`config.mk`:
```
export PLATFORM = sky130hd
export DESIGN_NAME = hgt_trig_ctl
export DESIGN_NICKNAME = d
export VERILOG_FILES = /design/src/hgt_pkg.sv /design/src/hgt_trig_ctl.sv /design/src/hgt_sync.sv
export VERILOG_INCLUDE_DIRS = /design/src
export SDC_FILE = /design/constraint.sdc
export NUM_CORES = 1
export LEC_CHECK = 0
export BUFFER_PORTS_ARGS = -buffer_cell sky130_fd_sc_hd__buf_2
export CORE_ASPECT_RATIO = 1.25
export CORE_MARGIN = 3
export CORE_UTILIZATION = 40
export CTS_CLUSTER_SIZE = 20
export DETAILED_ROUTE_END_ITERATION = 16
export SLEW_MARGIN = 40
export SYNTH_ARGS = -nofsm -noshare
export SYNTH_HDL_FRONTEND = slang
export SYNTH_SLANG_ARGS = --single-unit
```
`constraint.sdc`:
```
create_clock -name mclk_i -period 21.2 [get_ports mclk_i]
set_clock_uncertainty 0.05 [all_clocks]
set_input_delay 1.06 -clock mclk_i [delete_from_list [all_inputs] [get_ports mclk_i]]
set_output_delay 1.06 -clock mclk_i [all_outputs]
set_load 0.005 [all_outputs]
```
`src/hgt_params.svh`:
```
// offsets, field positions, reset values and timing counts of the trigger control block
// assumes 32-bit apb data, one aligned word per register
`ifndef HGT_PARAMS_SVH
`define HGT_PARAMS_SVH
`define HGT_CTRL_OFF 12'h000
`define HGT_TRIG_OFF 12'h004
`define HGT_GLEN_OFF 12'h008
`define HGT_GMASK_OFF 12'h00c
`define HGT_ISTAT_OFF 12'h010
`define HGT_IMASK_OFF 12'h014
`define HGT_PINS_OFF 12'h018
`define HGT_PSRC_BASE 12'h020
`define HGT_SCFG_BASE 12'h060
`define HGT_CTRL_PLUG 0
`define HGT_CTRL_BUSY 1
`define HGT_CTRL_PULL 2
`define HGT_CTRL_GLITCH 3
`define HGT_CTRL_HS 4
`define HGT_CTRL_GON 5
`define HGT_TRIG_EN 0
`define HGT_TRIG_TGT 1
`define HGT_TRIG_LVL 2
`define HGT_TRIG_OSEL 3
`define HGT_INT_SEQ 0
`define HGT_INT_GLITCH 1
`define HGT_INT_TRIG 2
`define HGT_PSRC_RST 4'h7
`define HGT_CLK_NS 25
`define HGT_GLITCH_MIN_NS 50
`define HGT_GLITCH_MIN_CYC ((`HGT_GLITCH_MIN_NS + `HGT_CLK_NS - 1) / `HGT_CLK_NS)
`define HGT_TICK_NS 1000
`define HGT_TICK_CYC (`HGT_TICK_NS / `HGT_CLK_NS)
`define HGT_BOUNCE_SH 4
`endif

```
`src/hgt_pkg.sv`:
```
// types shared by the trigger control block
// assumes hgt_params.svh holds all numbers
package hgt_pkg;
    typedef enum logic [1:0] {
        HGT_SEQ_IDLE = 2'b01,
        HGT_SEQ_RUN = 2'b10
    } hgt_seq_t;
    typedef enum logic [1:0] {
        HGT_GL_IDLE = 2'b01,
        HGT_GL_RUN = 2'b10
    } hgt_gl_t;
endpackage

```
`src/hgt_trig_ctl.sv`:
```
// trigger control: hot-swap sequencer, glitch engine, trigger in/out, apb registers
// assumes apb master per the usual protocol; trigger input is asynchronous 3.3v logic
//
// How it works
// [RL1] in edge mode aimed at hot-swap, each rising trigger edge toggles the hot-swap state.
// [RL2] in level mode aimed at hot-swap, the hot-swap state follows every change of the input.
// [RL3] a setting aims the trigger input at the glitch engine instead of the hot-swap logic.
// [RL4] in edge mode aimed at the glitch engine, each rising edge while no glitch runs starts the selected glitch.
// [RL5] in level mode, a rising edge starts the glitch and a falling edge ends it if still on.
// [RL6] the trigger output follows either the hot-swap state or the glitch state.
// [RL7] the trigger output changes whether trigger input or software started the action.
// [RL8] a glitch can cut the selected pins for as little as 50 ns.
// [RL9] each pin has its own switch and can be cut or glitched on its own.
// [RL10] a hot-swap connects pins in a programmed sequence with optional bounce per source.
// [RL11] bit 1 of the control register reads busy during power-up, power-down or glitch.
// [RL12] power-down timing is the mirror image of the power-up delays of each source.
// [RL13] the trigger input is synchronised before edge or level detection.
//
// Register access over APB and the placing of the registers are this design's own decisions.
`timescale 1ns/1ps
`include "hgt_params.svh"
module hgt_trig_ctl #(
    parameter int NPINS = 8,
    parameter int NSRC = 6
) (
    input wire logic mclk_i,
    input wire logic resetn_i,
    input wire logic psel_i,
    input wire logic penable_i,
    input wire logic pwrite_i,
    input wire logic [11:0] paddr_i,
    input wire logic [31:0] pwdata_i,
    output logic [31:0] prdata_o,
    output logic pready_o,
    output logic pslverr_o,
    input wire logic trig_in_i,
    output logic trig_out_o,
    output logic [NPINS-1:0] pin_en_o,
    output logic irq_o
);
    import hgt_pkg::*;

    localparam logic [15:0] GLEN_MIN = 16'(`HGT_GLITCH_MIN_CYC);
    localparam logic [7:0] TICK_LAST = 8'(`HGT_TICK_CYC - 1);

    typedef struct packed {
        hgt_seq_t seq;
        logic hs;
        logic [17:0] cnt;
        logic [7:0] pre;
        hgt_gl_t gl;
        logic [15:0] gcnt;
        logic trig_d;
        logic en;
        logic tgt;
        logic lvl;
        logic osel;
        logic [15:0] glen;
        logic [NPINS-1:0] gmask;
        logic [NPINS-1:0][3:0] psrc;
        logic [NSRC-1:0][15:0] dly;
        logic [NSRC-1:0][7:0] bnc;
        logic [2:0] ist;
        logic [2:0] imsk;
        logic [NPINS-1:0] pins;
        logic tout;
        logic [31:0] rdata;
    } hgt_state_t;

    hgt_state_t r;
    hgt_state_t next_r;
    logic trig_s;
    logic [NSRC-1:0] sv;
    logic [NPINS-1:0] pin_val;
    logic [15:0] maxd;
    logic [17:0] maxbw;

    hgt_sync u_sync (
        .mclk_i(mclk_i),
        .resetn_i(resetn_i),
        .d_i(trig_in_i),
        .q_o(trig_s)
    );

    // longest delay and bounce window over all sources
    always_comb begin
        maxd = 16'h0000;
        maxbw = 18'h00000;
        for (int k = 0; k < NSRC; k++) begin
            if (r.dly[k] > maxd) begin
                maxd = r.dly[k];
            end
            if ({r.bnc[k], 4'h0} > maxbw) begin
                maxbw = {6'h00, r.bnc[k], 4'h0};
            end
        end
    end

    // per-source timed level; power-down starts mirror the power-up delays
    for (genvar k = 0; k < NSRC; k++) begin : g_src
        logic [17:0] t0;
        logic [17:0] rel;
        logic [17:0] bw;
        always_comb begin
            t0 = r.hs ? {2'b00, r.dly[k]} : {2'b00, maxd - r.dly[k]}; // RL12
            rel = r.cnt - t0;
            bw = {6'h00, r.bnc[k], 4'h0};
            if (r.seq != HGT_SEQ_RUN) begin
                sv[k] = r.hs;
            end else if (r.cnt < t0) begin
                sv[k] = ~r.hs; // RL10
            end else if (rel < bw) begin
                sv[k] = r.hs ^ rel[`HGT_BOUNCE_SH]; // RL10
            end else begin
                sv[k] = r.hs;
            end
        end
    end

    // per-pin source mux and glitch cut
    for (genvar i = 0; i < NPINS; i++) begin : g_pin
        always_comb begin
            case (r.psrc[i])
                4'h0: pin_val[i] = 1'b0;
                4'h1, 4'h2, 4'h3, 4'h4, 4'h5, 4'h6: pin_val[i] = sv[3'(r.psrc[i] - 4'h1)];
                4'h7: pin_val[i] = r.hs;
                4'h8: pin_val[i] = 1'b1;
                default: pin_val[i] = 1'b0;
            endcase
            if (r.gl == HGT_GL_RUN && r.gmask[i]) begin
                pin_val[i] = 1'b0; // RL9
            end
        end
    end

    logic wr;
    logic rd_setup;
    logic busy;
    logic rise;
    logic fall;
    logic hs_req;
    logic hs_new;
    logic gl_start;
    logic gl_stop;
    logic tick;
    logic seq_done;
    logic gl_done;
    logic mapped;
    logic [31:0] rval;
    logic [2:0] ev;
    logic [3:0] aidx;

    always_comb begin
        next_r = r;
        wr = psel_i && penable_i && pwrite_i;
        rd_setup = psel_i && !penable_i && !pwrite_i;
        busy = (r.seq == HGT_SEQ_RUN) || (r.gl == HGT_GL_RUN); // RL11
        aidx = paddr_i[5:2];
        rise = trig_s && !r.trig_d; // RL13
        fall = !trig_s && r.trig_d;
        next_r.trig_d = trig_s;
        tick = (r.pre == TICK_LAST);
        seq_done = 1'b0;
        gl_done = 1'b0;

        // hot-swap requests from the trigger input or software
        hs_req = 1'b0;
        hs_new = r.hs;
        if (r.en && !r.tgt) begin
            if (r.lvl && (trig_s != r.trig_d)) begin
                hs_req = 1'b1; // RL2
                hs_new = trig_s;
            end else if (!r.lvl && rise) begin
                hs_req = 1'b1; // RL1
                hs_new = ~r.hs;
            end
        end
        if (wr && paddr_i == `HGT_CTRL_OFF && pwdata_i[`HGT_CTRL_PLUG]) begin
            hs_req = 1'b1; // RL7
            hs_new = 1'b1;
        end else if (wr && paddr_i == `HGT_CTRL_OFF && pwdata_i[`HGT_CTRL_PULL]) begin
            hs_req = 1'b1;
            hs_new = 1'b0;
        end

        // sequencer; a request mid-sequence restarts it in the new direction
        case (r.seq)
            HGT_SEQ_IDLE: begin
                next_r.cnt = 18'h00000;
                next_r.pre = 8'h00;
            end
            HGT_SEQ_RUN: begin
                next_r.pre = tick ? 8'h00 : r.pre + 8'h01;
                if (tick) begin
                    next_r.cnt = r.cnt + 18'h00001;
                end
                if (r.cnt >= {2'b00, maxd} + maxbw) begin
                    next_r.seq = HGT_SEQ_IDLE; // RL10
                    seq_done = 1'b1;
                end
            end
            default: next_r.seq = HGT_SEQ_IDLE;
        endcase
        if (hs_req && hs_new != r.hs) begin
            next_r.hs = hs_new;
            next_r.seq = HGT_SEQ_RUN;
            next_r.cnt = 18'h00000;
            next_r.pre = 8'h00;
        end

        // glitch engine
        gl_start = (r.en && r.tgt && rise) // RL3 RL4 RL5
            || (wr && paddr_i == `HGT_CTRL_OFF && pwdata_i[`HGT_CTRL_GLITCH]);
        gl_stop = r.en && r.tgt && r.lvl && fall; // RL5
        case (r.gl)
            HGT_GL_IDLE: begin
                if (gl_start) begin
                    next_r.gl = HGT_GL_RUN; // RL4
                    next_r.gcnt = r.glen - 16'h0001;
                end
            end
            HGT_GL_RUN: begin
                if (gl_stop || r.gcnt == 16'h0000) begin
                    next_r.gl = HGT_GL_IDLE; // RL5 RL8
                    gl_done = 1'b1;
                end else begin
                    next_r.gcnt = r.gcnt - 16'h0001;
                end
            end
            default: next_r.gl = HGT_GL_IDLE;
        endcase

        next_r.pins = pin_val; // RL9
        next_r.tout = r.osel ? (r.gl == HGT_GL_RUN) : r.hs; // RL6 RL7

        // register writes
        if (wr && paddr_i[1:0] == 2'b00) begin
            case (paddr_i)
                `HGT_TRIG_OFF: begin
                    next_r.en = pwdata_i[`HGT_TRIG_EN];
                    next_r.tgt = pwdata_i[`HGT_TRIG_TGT]; // RL3
                    next_r.lvl = pwdata_i[`HGT_TRIG_LVL];
                    next_r.osel = pwdata_i[`HGT_TRIG_OSEL]; // RL6
                end
                // shorter lengths are raised to the 50 ns floor
                `HGT_GLEN_OFF: next_r.glen = (pwdata_i[15:0] < GLEN_MIN) ? GLEN_MIN
                    : pwdata_i[15:0]; // RL8
                `HGT_GMASK_OFF: next_r.gmask = pwdata_i[NPINS-1:0];
                `HGT_IMASK_OFF: next_r.imsk = pwdata_i[2:0];
                default: begin
                    // pin words start at index 8 of the low 64-byte page
                    if (paddr_i >= `HGT_PSRC_BASE && 4'(aidx - 4'h8) < 4'(NPINS)
                        && paddr_i[11:6] == 6'h00) begin
                        next_r.psrc[aidx - 4'h8] = pwdata_i[3:0];
                    end
                    if (paddr_i >= `HGT_SCFG_BASE && 4'(aidx - 4'h8) < 4'(NSRC)
                        && paddr_i[11:6] == 6'h01) begin
                        next_r.dly[aidx - 4'h8] = pwdata_i[15:0];
                        next_r.bnc[aidx - 4'h8] = pwdata_i[23:16];
                    end
                end
            endcase
        end

        // sticky events; a new event wins over a write-one clear
        ev = {r.en && rise, gl_done, seq_done};
        next_r.ist = r.ist & ~((wr && paddr_i == `HGT_ISTAT_OFF) ? pwdata_i[2:0] : 3'h0);
        next_r.ist = next_r.ist | ev;

        // read decode, registered at the setup cycle
        mapped = 1'b1;
        rval = 32'h00000000;
        case (paddr_i)
            `HGT_CTRL_OFF: begin
                rval[`HGT_CTRL_BUSY] = busy; // RL11
                rval[`HGT_CTRL_HS] = r.hs;
                rval[`HGT_CTRL_GON] = (r.gl == HGT_GL_RUN);
            end
            `HGT_TRIG_OFF: rval[3:0] = {r.osel, r.lvl, r.tgt, r.en};
            `HGT_GLEN_OFF: rval[15:0] = r.glen;
            `HGT_GMASK_OFF: rval[NPINS-1:0] = r.gmask;
            `HGT_ISTAT_OFF: rval[2:0] = r.ist;
            `HGT_IMASK_OFF: rval[2:0] = r.imsk;
            `HGT_PINS_OFF: rval[NPINS-1:0] = r.pins;
            default: begin
                mapped = 1'b0;
                if (paddr_i >= `HGT_PSRC_BASE && 4'(aidx - 4'h8) < 4'(NPINS)
                    && paddr_i[11:6] == 6'h00) begin
                    mapped = 1'b1;
                    rval[3:0] = r.psrc[aidx - 4'h8];
                end
                if (paddr_i >= `HGT_SCFG_BASE && 4'(aidx - 4'h8) < 4'(NSRC)
                    && paddr_i[11:6] == 6'h01) begin
                    mapped = 1'b1;
                    rval[23:0] = {r.bnc[aidx - 4'h8], r.dly[aidx - 4'h8]};
                end
            end
        endcase
        if (paddr_i[1:0] != 2'b00) begin
            mapped = 1'b0;
        end
        if (rd_setup) begin
            next_r.rdata = mapped ? rval : 32'h00000000;
        end
    end

    always_ff @(posedge mclk_i or negedge resetn_i) begin
        if (!resetn_i) begin
            r <= '0;
            r.seq <= HGT_SEQ_IDLE;
            r.gl <= HGT_GL_IDLE;
            r.glen <= GLEN_MIN;
            r.psrc <= {NPINS{`HGT_PSRC_RST}};
        end else begin
            r <= next_r;
        end
    end

    assign prdata_o = r.rdata;
    assign pready_o = 1'b1;
    assign pslverr_o = psel_i && penable_i && !mapped;
    assign trig_out_o = r.tout;
    assign pin_en_o = r.pins;
    assign irq_o = |(r.ist & r.imsk);
endmodule // hgt_trig_ctl

```
`src/hgt_sync.sv`:
```
// two-flop synchroniser for the trigger input
// assumes the input may change at any time relative to mclk_i
`timescale 1ns/1ps
module hgt_sync (
    input wire logic mclk_i,
    input wire logic resetn_i,
    input wire logic d_i,
    output logic q_o
);
    logic meta;
    always_ff @(posedge mclk_i or negedge resetn_i) begin
        if (!resetn_i) begin
            meta <= 1'b0;
            q_o <= 1'b0;
        end else begin
            meta <= d_i; // RL13
            q_o <= meta;
        end
    end
endmodule // hgt_sync

```
### Yosys cells after proc, flatten, opt, wreduce, memory -nomap -nowiden

Cells that the tools add are included.

* equality and inequality tests: 85
* mux-type cells: 126
* bitwise logic cells: 12
* reductions and logical operators: 77
* order comparisons: 40
* add/sub/neg operators: 26

Operators with widths (number)
* $mux 16: 16
* $eq 4x3->1 const B: 32
* $mux 18: 7
* $lt 18x12->1: 6
* $lt 18x16->1: 6
* $sub 18x16->18: 6
* $bwmux 96: 1
* $sub 16x16->16: 6
* $gt 12x18->1: 5
* $gt 16x16->1: 5
* $eq 4x2->1 const B: 16
* $reduce_or 6->1: 9
* $mux 1: 53
* $pmux 26 s2: 1
* $bmux 16 s3: 1
* $bwmux 48: 1
* $demux 16 s3: 1
* $mux 24: 2
* $eq 12x5->1 const B: 3
* $logic_and 1x1->1: 35
* $bwmux 32: 1
* $eq 4x1->1 const B: 8
* $eq 4x4->1 const B: 8
* $lt 3x4->1 const B: 8
* 63 further kinds: 129

* flip-flop bits (word level): 301
* word-level logic and storage cells: 406

### Depth between registers and ports, before layout

Gate-level depths: netlist of run 1.

* depth after elaboration: 23
* depth in mapped cells: 97
* gate-level depth less buffers: 92

### By module

Synthesis of run 1 repeated with hierarchy kept, for this count alone.

* cell total of the unflattened synthesis: 3641
* area total of the unflattened synthesis: 29535.8 um^2

By module, submodules not included
* hgt_trig_ctl: seq. area each 7315.8 um^2, times used 1, area an instance 29485.8 um^2, cells an instance 3639
* hgt_sync: seq. area each 50.0 um^2, times used 1, area an instance 50.0 um^2, cells an instance 2

### Worst setup path after synthesis of run 1

No wires, ideal clock.

* path type: register to register
* from: register r[110] (netlist name)
* to: register r, in the netlist pin_en_o[0]
* library setup time: 0.126 ns
* path slack: 3.249 ns
* buffers on the path: 7
* stages on the path, launching flop included: 92
* data arrival time: 17.775 ns
* required time: 21.024 ns
* period minus slack after synthesis: 17.951 ns
* path through: dfrtp_1 -> clkbuf_1 -> inv_1 -> ha_1 -> nand4_4 -> or4_1 -> nand2_2 -> clkbuf_1 -> buf_1 -> a21oi_1 -> ha_1 -> a21o_1 -> a21o_1 -> a211oi_1 -> o211ai_1 -> a31o_2 -> o21a_1 -> o31ai_1 -> (+56 left out) -> o21ai_0 -> a31oi_1 -> mux4_1 -> a2111oi_2 -> ha_1 -> xor2_1 -> nor3_1 -> a31oi_1 -> nor3_1 -> a41oi_1 -> or2_2 -> mux2i_1 -> a21oi_1 -> xor2_1 -> a211oi_1 -> o21ai_0 -> o211ai_1 -> a311o_1

RTL lines
* from (decl): line hgt_trig_ctl.sv:70 `hgt_state_t r;`
* from (signal assigned): line hgt_trig_ctl.sv:315 `r <= next_r;`

==> results of run 1 <==
## area by class of cell
| cell class | instances | area, um2 | share of cell area [%] |
|---|---|---|---|
| Antenna cell | 2 | 5.00 | 0.0154 |
| Clock buffer | 53 | 1070 | 3.28 |
| Clock inverter | 14 | 234 | 0.718 |
| Inverter | 305 | 1140 | 3.52 |
| Multi-Input combinational cell | 2722 | 20600 | 63.1 |
| Sequential cell | 293 | 7370 | 22.6 |
| Tap cell | 960 | 1200 | 3.69 |
| Timing Repair Buffer | 148 | 985 | 3.02 |
## per-layer routing
| metal | up-vias | GRT usage [%] |
|---|---|---|
| li1 | 12600 | - |
| met3 | 169 | 2.66 |
| met4 | 0 | 9.97 |
| met1 | 12800 | 31.4 |
| met5 | - | 0 |
| met2 | 697 | 44.2 |
## critical path, delay by kind of cell, from the launching register on
| family | cells | cell delay (ps) |
|---|---|---|
| compound gates | 51 | 10080 |
| simple gates | 14 | 3090 |
| fa+ha+maj | 7 | 2110 |
| mux | 6 | 1960 |
| buf+inv | 10 | 1620 |
| flops | 1 | 470 |
| xor+xnor | 2 | 330 |
## cells in the final DEF, fill, tap and decap left out, types with 26 or more instances in the layout
master,instances
nor2_1,278
mux2i_1,80
ha_1,399
nor2b_1,70
buf_2,74
nand4_1,42
mux2_2,185
mux4_2,34
a21oi_1,222
nand2_1,273
xnor2_1,64
dfrtp_1,265
o22ai_1,26
inv_1,305
nand2b_1,49
o31a_1,26
nor3_1,91
o21ai_0,254
clkbuf_16,39
a21boi_0,50
a21o_1,66
o21a_1,51
xor2_1,49
dfstp_2,27
buf_4,66
nand3_1,44
## timing repair
item,CTS,global route
setup endpoints to repair,0,8
endpoints found under the hold margin,0,0
resized for setup,0,3
## report_power, final
| group | internal (mW) | leakage [nW] | switching (mW) |
|---|---|---|---|
| Combinational | 0.902 | 11.0 | 1.26 |
| Sequential | 0.561 | 3.71 | 0.00126 |
| Clock | 0.425 | 0.635 | 0.270 |
## stage by stage
step	total power, mW	utilization, %	hold slack (ps)	setup WS, ps
after floorplan	2.10	-	281	3250
after global placement	2.67	42.4	289	1260
after detailed placement	2.70	42.5	285	1190
after CTS	3.41	44.3	320	1140
after global routing	3.69	44.3	338	68.0
final	3.42	44.3	321	1300
## sequential cells by signal, summed over array words and instances, names as in the netlist
signal	cells
u_sync.meta	1
u_sync.q_o	1
trig_out_o	1
r	210
pin_en_o	8
g_src.bw	48
prdata_o	24
## how the worst max path moves through the flow
stage / startpoint / end / slack, ps
finish: r[108] / pin_en_o[2] / 1300
global route: r[106] / pin_en_o[4] / 70
CTS: r[108] / pin_en_o[2] / 1140
detailed placement: r[108] / pin_en_o[2] / 1190
global placement: r[108] / pin_en_o[1] / 1260
floorplan: r[110] / pin_en_o[0] / 3250
## cell families (layout without fill, tap and decap cells)
| group | Yosys count | in the layout |
|---|---|---|
| xor gates and xnor gates | 113 | 113 |
| muxes | 303 | 303 |
| buffers and inverters | 464 | 520 |
| AOI/OAI and AO/OA | 904 | 904 |
| DFF | 293 | 293 |
| other | 2 | 11 |
| adders and majority gates | 407 | 407 |
| and+or+nand+nor | 986 | 986 |
==> qor_table.md, run 1 <==
| Result | Value |
|:---|:---|
| Run status | completed |
| DRC marker count from the first detailed-route iteration | 1890 |
| CP Class | flip-flop to flip-flop |
| Total of warnings raised by yosys | 0 |
| Post-Synth XOR/XNOR Area | 3.33% |
| Start of the worst register-to-register path | r[108] |
| Number of placement rows | 111 |
| Hold Violations, Final | 0 |
| Count of hold buffers inserted by post-cts repair | 0 |
| Number of enable flip-flop cells after synthesis | 0 |
| Count of cells along the worst hold path | 0 |
| Share of the cycle needed by the critical path after routing | 93.9% |
| Fin. max-slew vios | 0 |
| Cell Pwr Density | 105 nW/um2 |
| Clock period minus worst slack | 19900 ps |
| Length of routed wiring on met1 | 41800 um |
| # Max-Cap Violations | 0 |
| Die height | 311 um |
| Largest net degree at the start of global routing | 149 |
| WL met2 | 49700 um |
| Worst EP required | 21590 ps |
| Hold worst-path end | u_sync.q_o |
| Setup repair after global routing missed its margin | false |
| Number of standard cells after synthesis | 3472 |
| Mux cell area share after synthesis | 12.6% |
| Area growth from synthesis to final layout | 9.57% |
| Compound-gate portion of the synthesized area | 19.4% |
| Clock slew seen by the registers of the worst setup and hold paths | 60 ps |
| Total iterations of the first detailed-routing run | 7 |
| Filler-free cell count of the finished design | 4497 |
| Maximum operating frequency | 50.3 MHz |
| Clock sinks | 293 |
| Slowest stage delay, CP | 650 ps |
| Max_slew headroom | 33.0% |
| Highest metal layer with signal wires | met4 |
| Actual transition at the worst max-transition pin | 996 ps |
| Most common cell in the synthesized netlist | ha_1 |
| Max Root-Sink Buffers | 3 |
| Setup bufs post-CTS | 0 |
| Biggest area contributors in the synthesized netlist | dfrtp_1 22%, ha_1 17%, mux2_2 7.0% |
| Number of port buffers | 76 |
| Layout Cell Area excl Fill | 32600 um2 |
| Routability congestion estimate | 0.922 |
| Fraction of layout instances using a drive strength above 1 | 14.2% |
| Global-route usage over all layers | 25.1% |
| Antenna violations before repair | 2 |
| Category of the worst setup path capture point | flip-flop |
| Worst Reg-to-Reg Cells | 90 |
| Die area | 77600 um2 |
| Core area | 73500 um2 |
| Post-Syn Area | 29700 um2 |
| Final global-route overflow total | 0 |
| Proportion of synthesized chip area in sequential cells | 24.8% |
| Total leakage power | 15.4 nW |
| Cts bufs inserted | 38 |
| Library cell with the largest summed area after synthesis | dfrtp_1 |
| Hold path startpoint | u_sync.meta |
| CTS H-tree depth | 2 |
| Largest family of logic cells by synthesized area | compound AO/OA/AOI/OAI gates |
| Setup-failing EPs final | 0 |
| Post-DR wirelength/cell | 22.4 um |
| Initial Util | 40.5% |
| TritonCTS clock tree | yes |
| Chip width | 250 um |
| DRT antenna net count | 0 |
| Area share of the largest cell type after synthesis | 22.4% |
| Fillers | 7277 |
| Largest voltage drop on the vdd net | 78.7 uV |
| Count of vias placed by the detailed router | 26200 |
| Met3 wire length | 4920 um |
| Setup tns final | 0 ps |
| Post-detailed-route DRC marker count | 0 |
| Largest fanout on the critical path | 22 |
| Area fraction in and, or, nand and nor cells after synthesis | 16.1% |
| Clock latency reported for the late side of the worst-skew pair | 560 ps |
| Vias per cell | 5.83 |
| Arithmetic-cell share of the synthesized area counting full adders, half adders and majority gates | 17.3% |
| Startpoint type of the worst setup path | flip-flop |
| Number of placed instances with taps included | 4428 |
| Reg2reg end | pin_en_o[2] |
| Num ports | 94 |
| Worst-path cell with the longest stage delay | o31ai_4 |
| Ys async rst share | 100% |
| Hold/Removal Path Class | flip-flop to flip-flop |
| Final wirelength | 101000 um |
| Number of nets in the finished design | 3964 |
| Crit path arrival time | 20290 ps |
| List of most frequent post-synthesis cells | 399 x ha_1, 305 x inv_1, 284 x nor2_1 |
| Buffer type at the clock tree root | clkbuf_16 |
| Placed wire-length estimate after detailed placement | 76900 um |
| Number of global-route vias before repair | 25100 |
| Worst reg2reg setup slack | 1300 ps |
| Register bit count reported by yosys | 293 |
| Synthesized area per cell | 8.56 um2 |
| Number of distinct library cell variants in the gate-level netlist after synthesis | 89 |
| Dpl cell area | 31200 um2 |
| Wire length of the first global-routing pass | 151000 um |
| Main synth FF type | dfrtp_1 |
Note: power is estimated with default switching activity, not from simulation.
==> run 2: changes to the inputs <==
--- a/config.mk
+++ b/config.mk
@@ -6,12 +6,13 @@
 export SDC_FILE = /design/constraint.sdc
 export NUM_CORES = 1
 export LEC_CHECK = 0
-export BUFFER_PORTS_ARGS = -buffer_cell sky130_fd_sc_hd__buf_2
+export BUFFER_PORTS_ARGS = -buffer_cell sky130_fd_sc_hd__clkbuf_2
 export CORE_ASPECT_RATIO = 1.25
 export CORE_MARGIN = 3
-export CORE_UTILIZATION = 40
+export CORE_UTILIZATION = 45
 export CTS_CLUSTER_SIZE = 20
 export DETAILED_ROUTE_END_ITERATION = 16
+export PLACE_DENSITY_LB_ADDON = 0.2
 export SLEW_MARGIN = 40
 export SYNTH_ARGS = -nofsm -noshare
 export SYNTH_HDL_FRONTEND = slang
==> run 2 against run 1 <==
  * Clock power up 0.6%
  * Power up 1.1%
  * Sequential power hardly changed
  * Sequential cell count is the same
  * Routed wire length is 1.8% lower
  * Sequential share of layout area down 0.051 points
  * Via count is 0.54% higher
  * Design area increased by 0.23%
  * Global-route usage increased by 2.6 points
  * Core utilization is 5.9 points higher
==> qor_table.md, run 2 (synthesis gave the netlist of run 1 again) <==
| Result | Value | Change |
|:---|:---|:---|
| Run status | completed |  |
| Global-route usage over all layers | 27.7% | +2.6 points |
| Largest net degree at the start of global routing | 138 | -7.4% |
| Clock latency reported for the late side of the worst-skew pair | 580 ps | +20 ps |
| Worst slack at placement | 858 ps | -331 ps |
| Max Root-Sink Buffers | 3 | unchanged |
| Die height | 293 um | -5.6% |
| Maximum operating frequency | 50.0 MHz | -0.50% |
| CTS H-tree depth | 2 | unchanged |
| Total iterations of the first detailed-routing run | 6 | -1 |
| Buffer type at the clock tree root | clkbuf_16 |  |
| Crit path arrival time | 20430 ps | +140 ps |
| Number of placement rows | 104 | -6.3% |
| CP Class | flip-flop to flip-flop |  |
| TritonCTS clock tree | yes |  |
| Length of routed wiring on met1 | 40300 um | -3.4% |
| Fin. max-slew vios | 0 | unchanged |
| Hold/Removal Path Class | flip-flop to flip-flop |  |
| # Max-Cap Violations | 0 | unchanged |
| Initial Util | 45.8% | +5.3 points |
| Category of the worst setup path capture point | flip-flop |  |
| Worst-path cell with the longest stage delay | o31ai_4 |  |
| Antenna violations before repair | 0 | -2 |
| Final wirelength | 99000 um | -1.8% |
| Total leakage power | 15.5 nW | +0.50% |
| Highest-count cells in the layout ignoring fill and taps | 399 x ha_1, 305 x inv_1, 277 x nor2_1, 273 x nand2_1, 265 x dfrtp_1 |  |
| Final worst hold slack | 318 ps | -3.43 ps |
| Actual transition at the worst max-transition pin | 857 ps | -138 ps |
| Vias per cell | 5.99 | +2.8% |
| Slowest stage delay, CP | 700 ps | +50 ps |
| Dpl cell area | 31300 um2 | about the same |
| Register name with the most flops | r |  |
| Clock period minus worst slack | 20000 ps | +100 ps |
| Power after layout | 3.45 mW | +1.1% |
| Startpoint type of the worst setup path | flip-flop |  |
| Most frequent standard cell in the layout excluding fill and tap cells | ha_1 |  |
| Number of nets in the finished design | 3979 | +0.38% |
| Largest register FFs | 210 | unchanged |
| Post-DR wirelength/cell | 22.5 um | +0.40% |
| Layout Cell Area excl Fill | 32600 um2 | +0.23% |
| Clock slew seen by the registers of the worst setup and hold paths | 60 ps | about the same |
| Fraction of layout instances using a drive strength above 1 | 14.8% | +0.55 points |
| Chip width | 236 um | -5.6% |
| DRC marker count from the first detailed-route iteration | 2070 | +9.5% |
| DRT antenna net count | 0 | unchanged |
| Routability congestion estimate | 0.955 | +3.5% |
| Met3 wire length | 4520 um | -8.1% |
| Placed wire-length estimate after detailed placement | 76600 um | -0.45% |
| Num ports | 94 | unchanged |
| Cts bufs inserted | 38 | unchanged |
| Count of vias placed by the detailed router | 26400 | +0.54% |
| WL met2 | 48700 um | -2.0% |
| Max_slew headroom | 42.8% | +9.8 points |
| Clock sinks | 293 | unchanged |
| Number of port buffers | 76 | unchanged |
| Number of placed instances with taps included | 4331 | -2.2% |
| Highest metal layer with signal wires | met4 |  |
| Utilization after layout | 50.3% | +5.9 points |
| Filler-free cell count of the finished design | 4400 | -2.2% |
| Area growth from synthesis to final layout | 9.82% |  |
| Largest voltage drop on the vdd net | 71.2 uV | -9.5% |
| Final global-route overflow total | 0 | unchanged |
| Largest fanout on the critical path | 19 | -14% |
| Die area | 69200 um2 | -11% |
| Core area | 64900 um2 | -12% |
| Post-detailed-route DRC marker count | 0 | unchanged |
| Worst EP required | 21630 ps | +40 ps |
| Number of global-route vias before repair | 25100 | +0.36% |
| Setup-failing EPs final | 0 | unchanged |
| Setup bufs post-CTS | 0 | unchanged |
| Setup tns final | 0 ps | unchanged |
| Post-route setup slack | 1200 ps | -100 ps |
| Hold Violations, Final | 0 | unchanged |
| Share of the cycle needed by the critical path after routing | 94.3% | +0.47 points |
| Cell Pwr Density | 106 nW/um2 | +0.90% |
| Antenna diodes | 0 | -2 |
| Wire length of the first global-routing pass | 149000 um | -1.4% |
-- run 2: changes by cell type in the layout (fill, tap and decap cells not counted), sizes merged --
cell	change
clkbuf	+77
buf	-59
diode	-2
bufinv	-2
inv	-1
clkinv	+2
-- run 2: power by group --
part	internal, mW	switching [mW]	total (mW)
combinational	0.923	1.27	2.19
clock	0.426	0.273	0.699
sequential	0.561	0.00123	0.562
-- run 2: area by class of cell --
cell class / count / area [um2]
Clock buffer: 56 / 1150
Clock inverter: 13 / 198
Fill cell: 6255 / 32300
Inverter: 305 / 1140
Multi-Input combinational cell: 2722 / 20600
Sequential cell: 293 / 7370
Tap cell: 848 / 1060
Timing Repair Buffer: 163 / 1140
-- run 2: final timing paths --
kind,from,end,slack (ps),cells after the start
worst max-delay path,r[108],pin_en_o[5],1200,88
worst min-delay path,u_sync.meta,u_sync.q_o,320,0
worst max register to register,r[108],pin_en_o[5],1200,88
worst min register to register,u_sync.meta,u_sync.q_o,320,0
max in group asynchronous,resetn_i,r[270],18700,4
min in group asynchronous,resetn_i,r[264],350,1
-- run 2: worst max-delay path, delay by kind of cell (launching register included) --
| kind | cells | cell delay [ps] |
|---|---|---|
| DFF | 1 | 490 |
| AOI/OAI and AO/OA | 49 | 10480 |
| buffers and inverters | 10 | 1420 |
| muxes | 5 | 1850 |
| and+or+nand+nor | 15 | 3270 |
| xor gates and xnor gates | 2 | 210 |
| adders and majority gates | 7 | 2110 |
-- run 2: what timing repair did --
item | in CTS | in global routing
gates resized for setup | 0 | 5
hold buffers | 0 | 0
endpoints found under the setup margin | 0 | 8
-- run 2: metal layers --
layer	track usage, %	up-vias
met2	49.7	749
met1	33.4	12800
li1	-	12600
met5	0	-
met4	13.2	0
met3	2.50	202
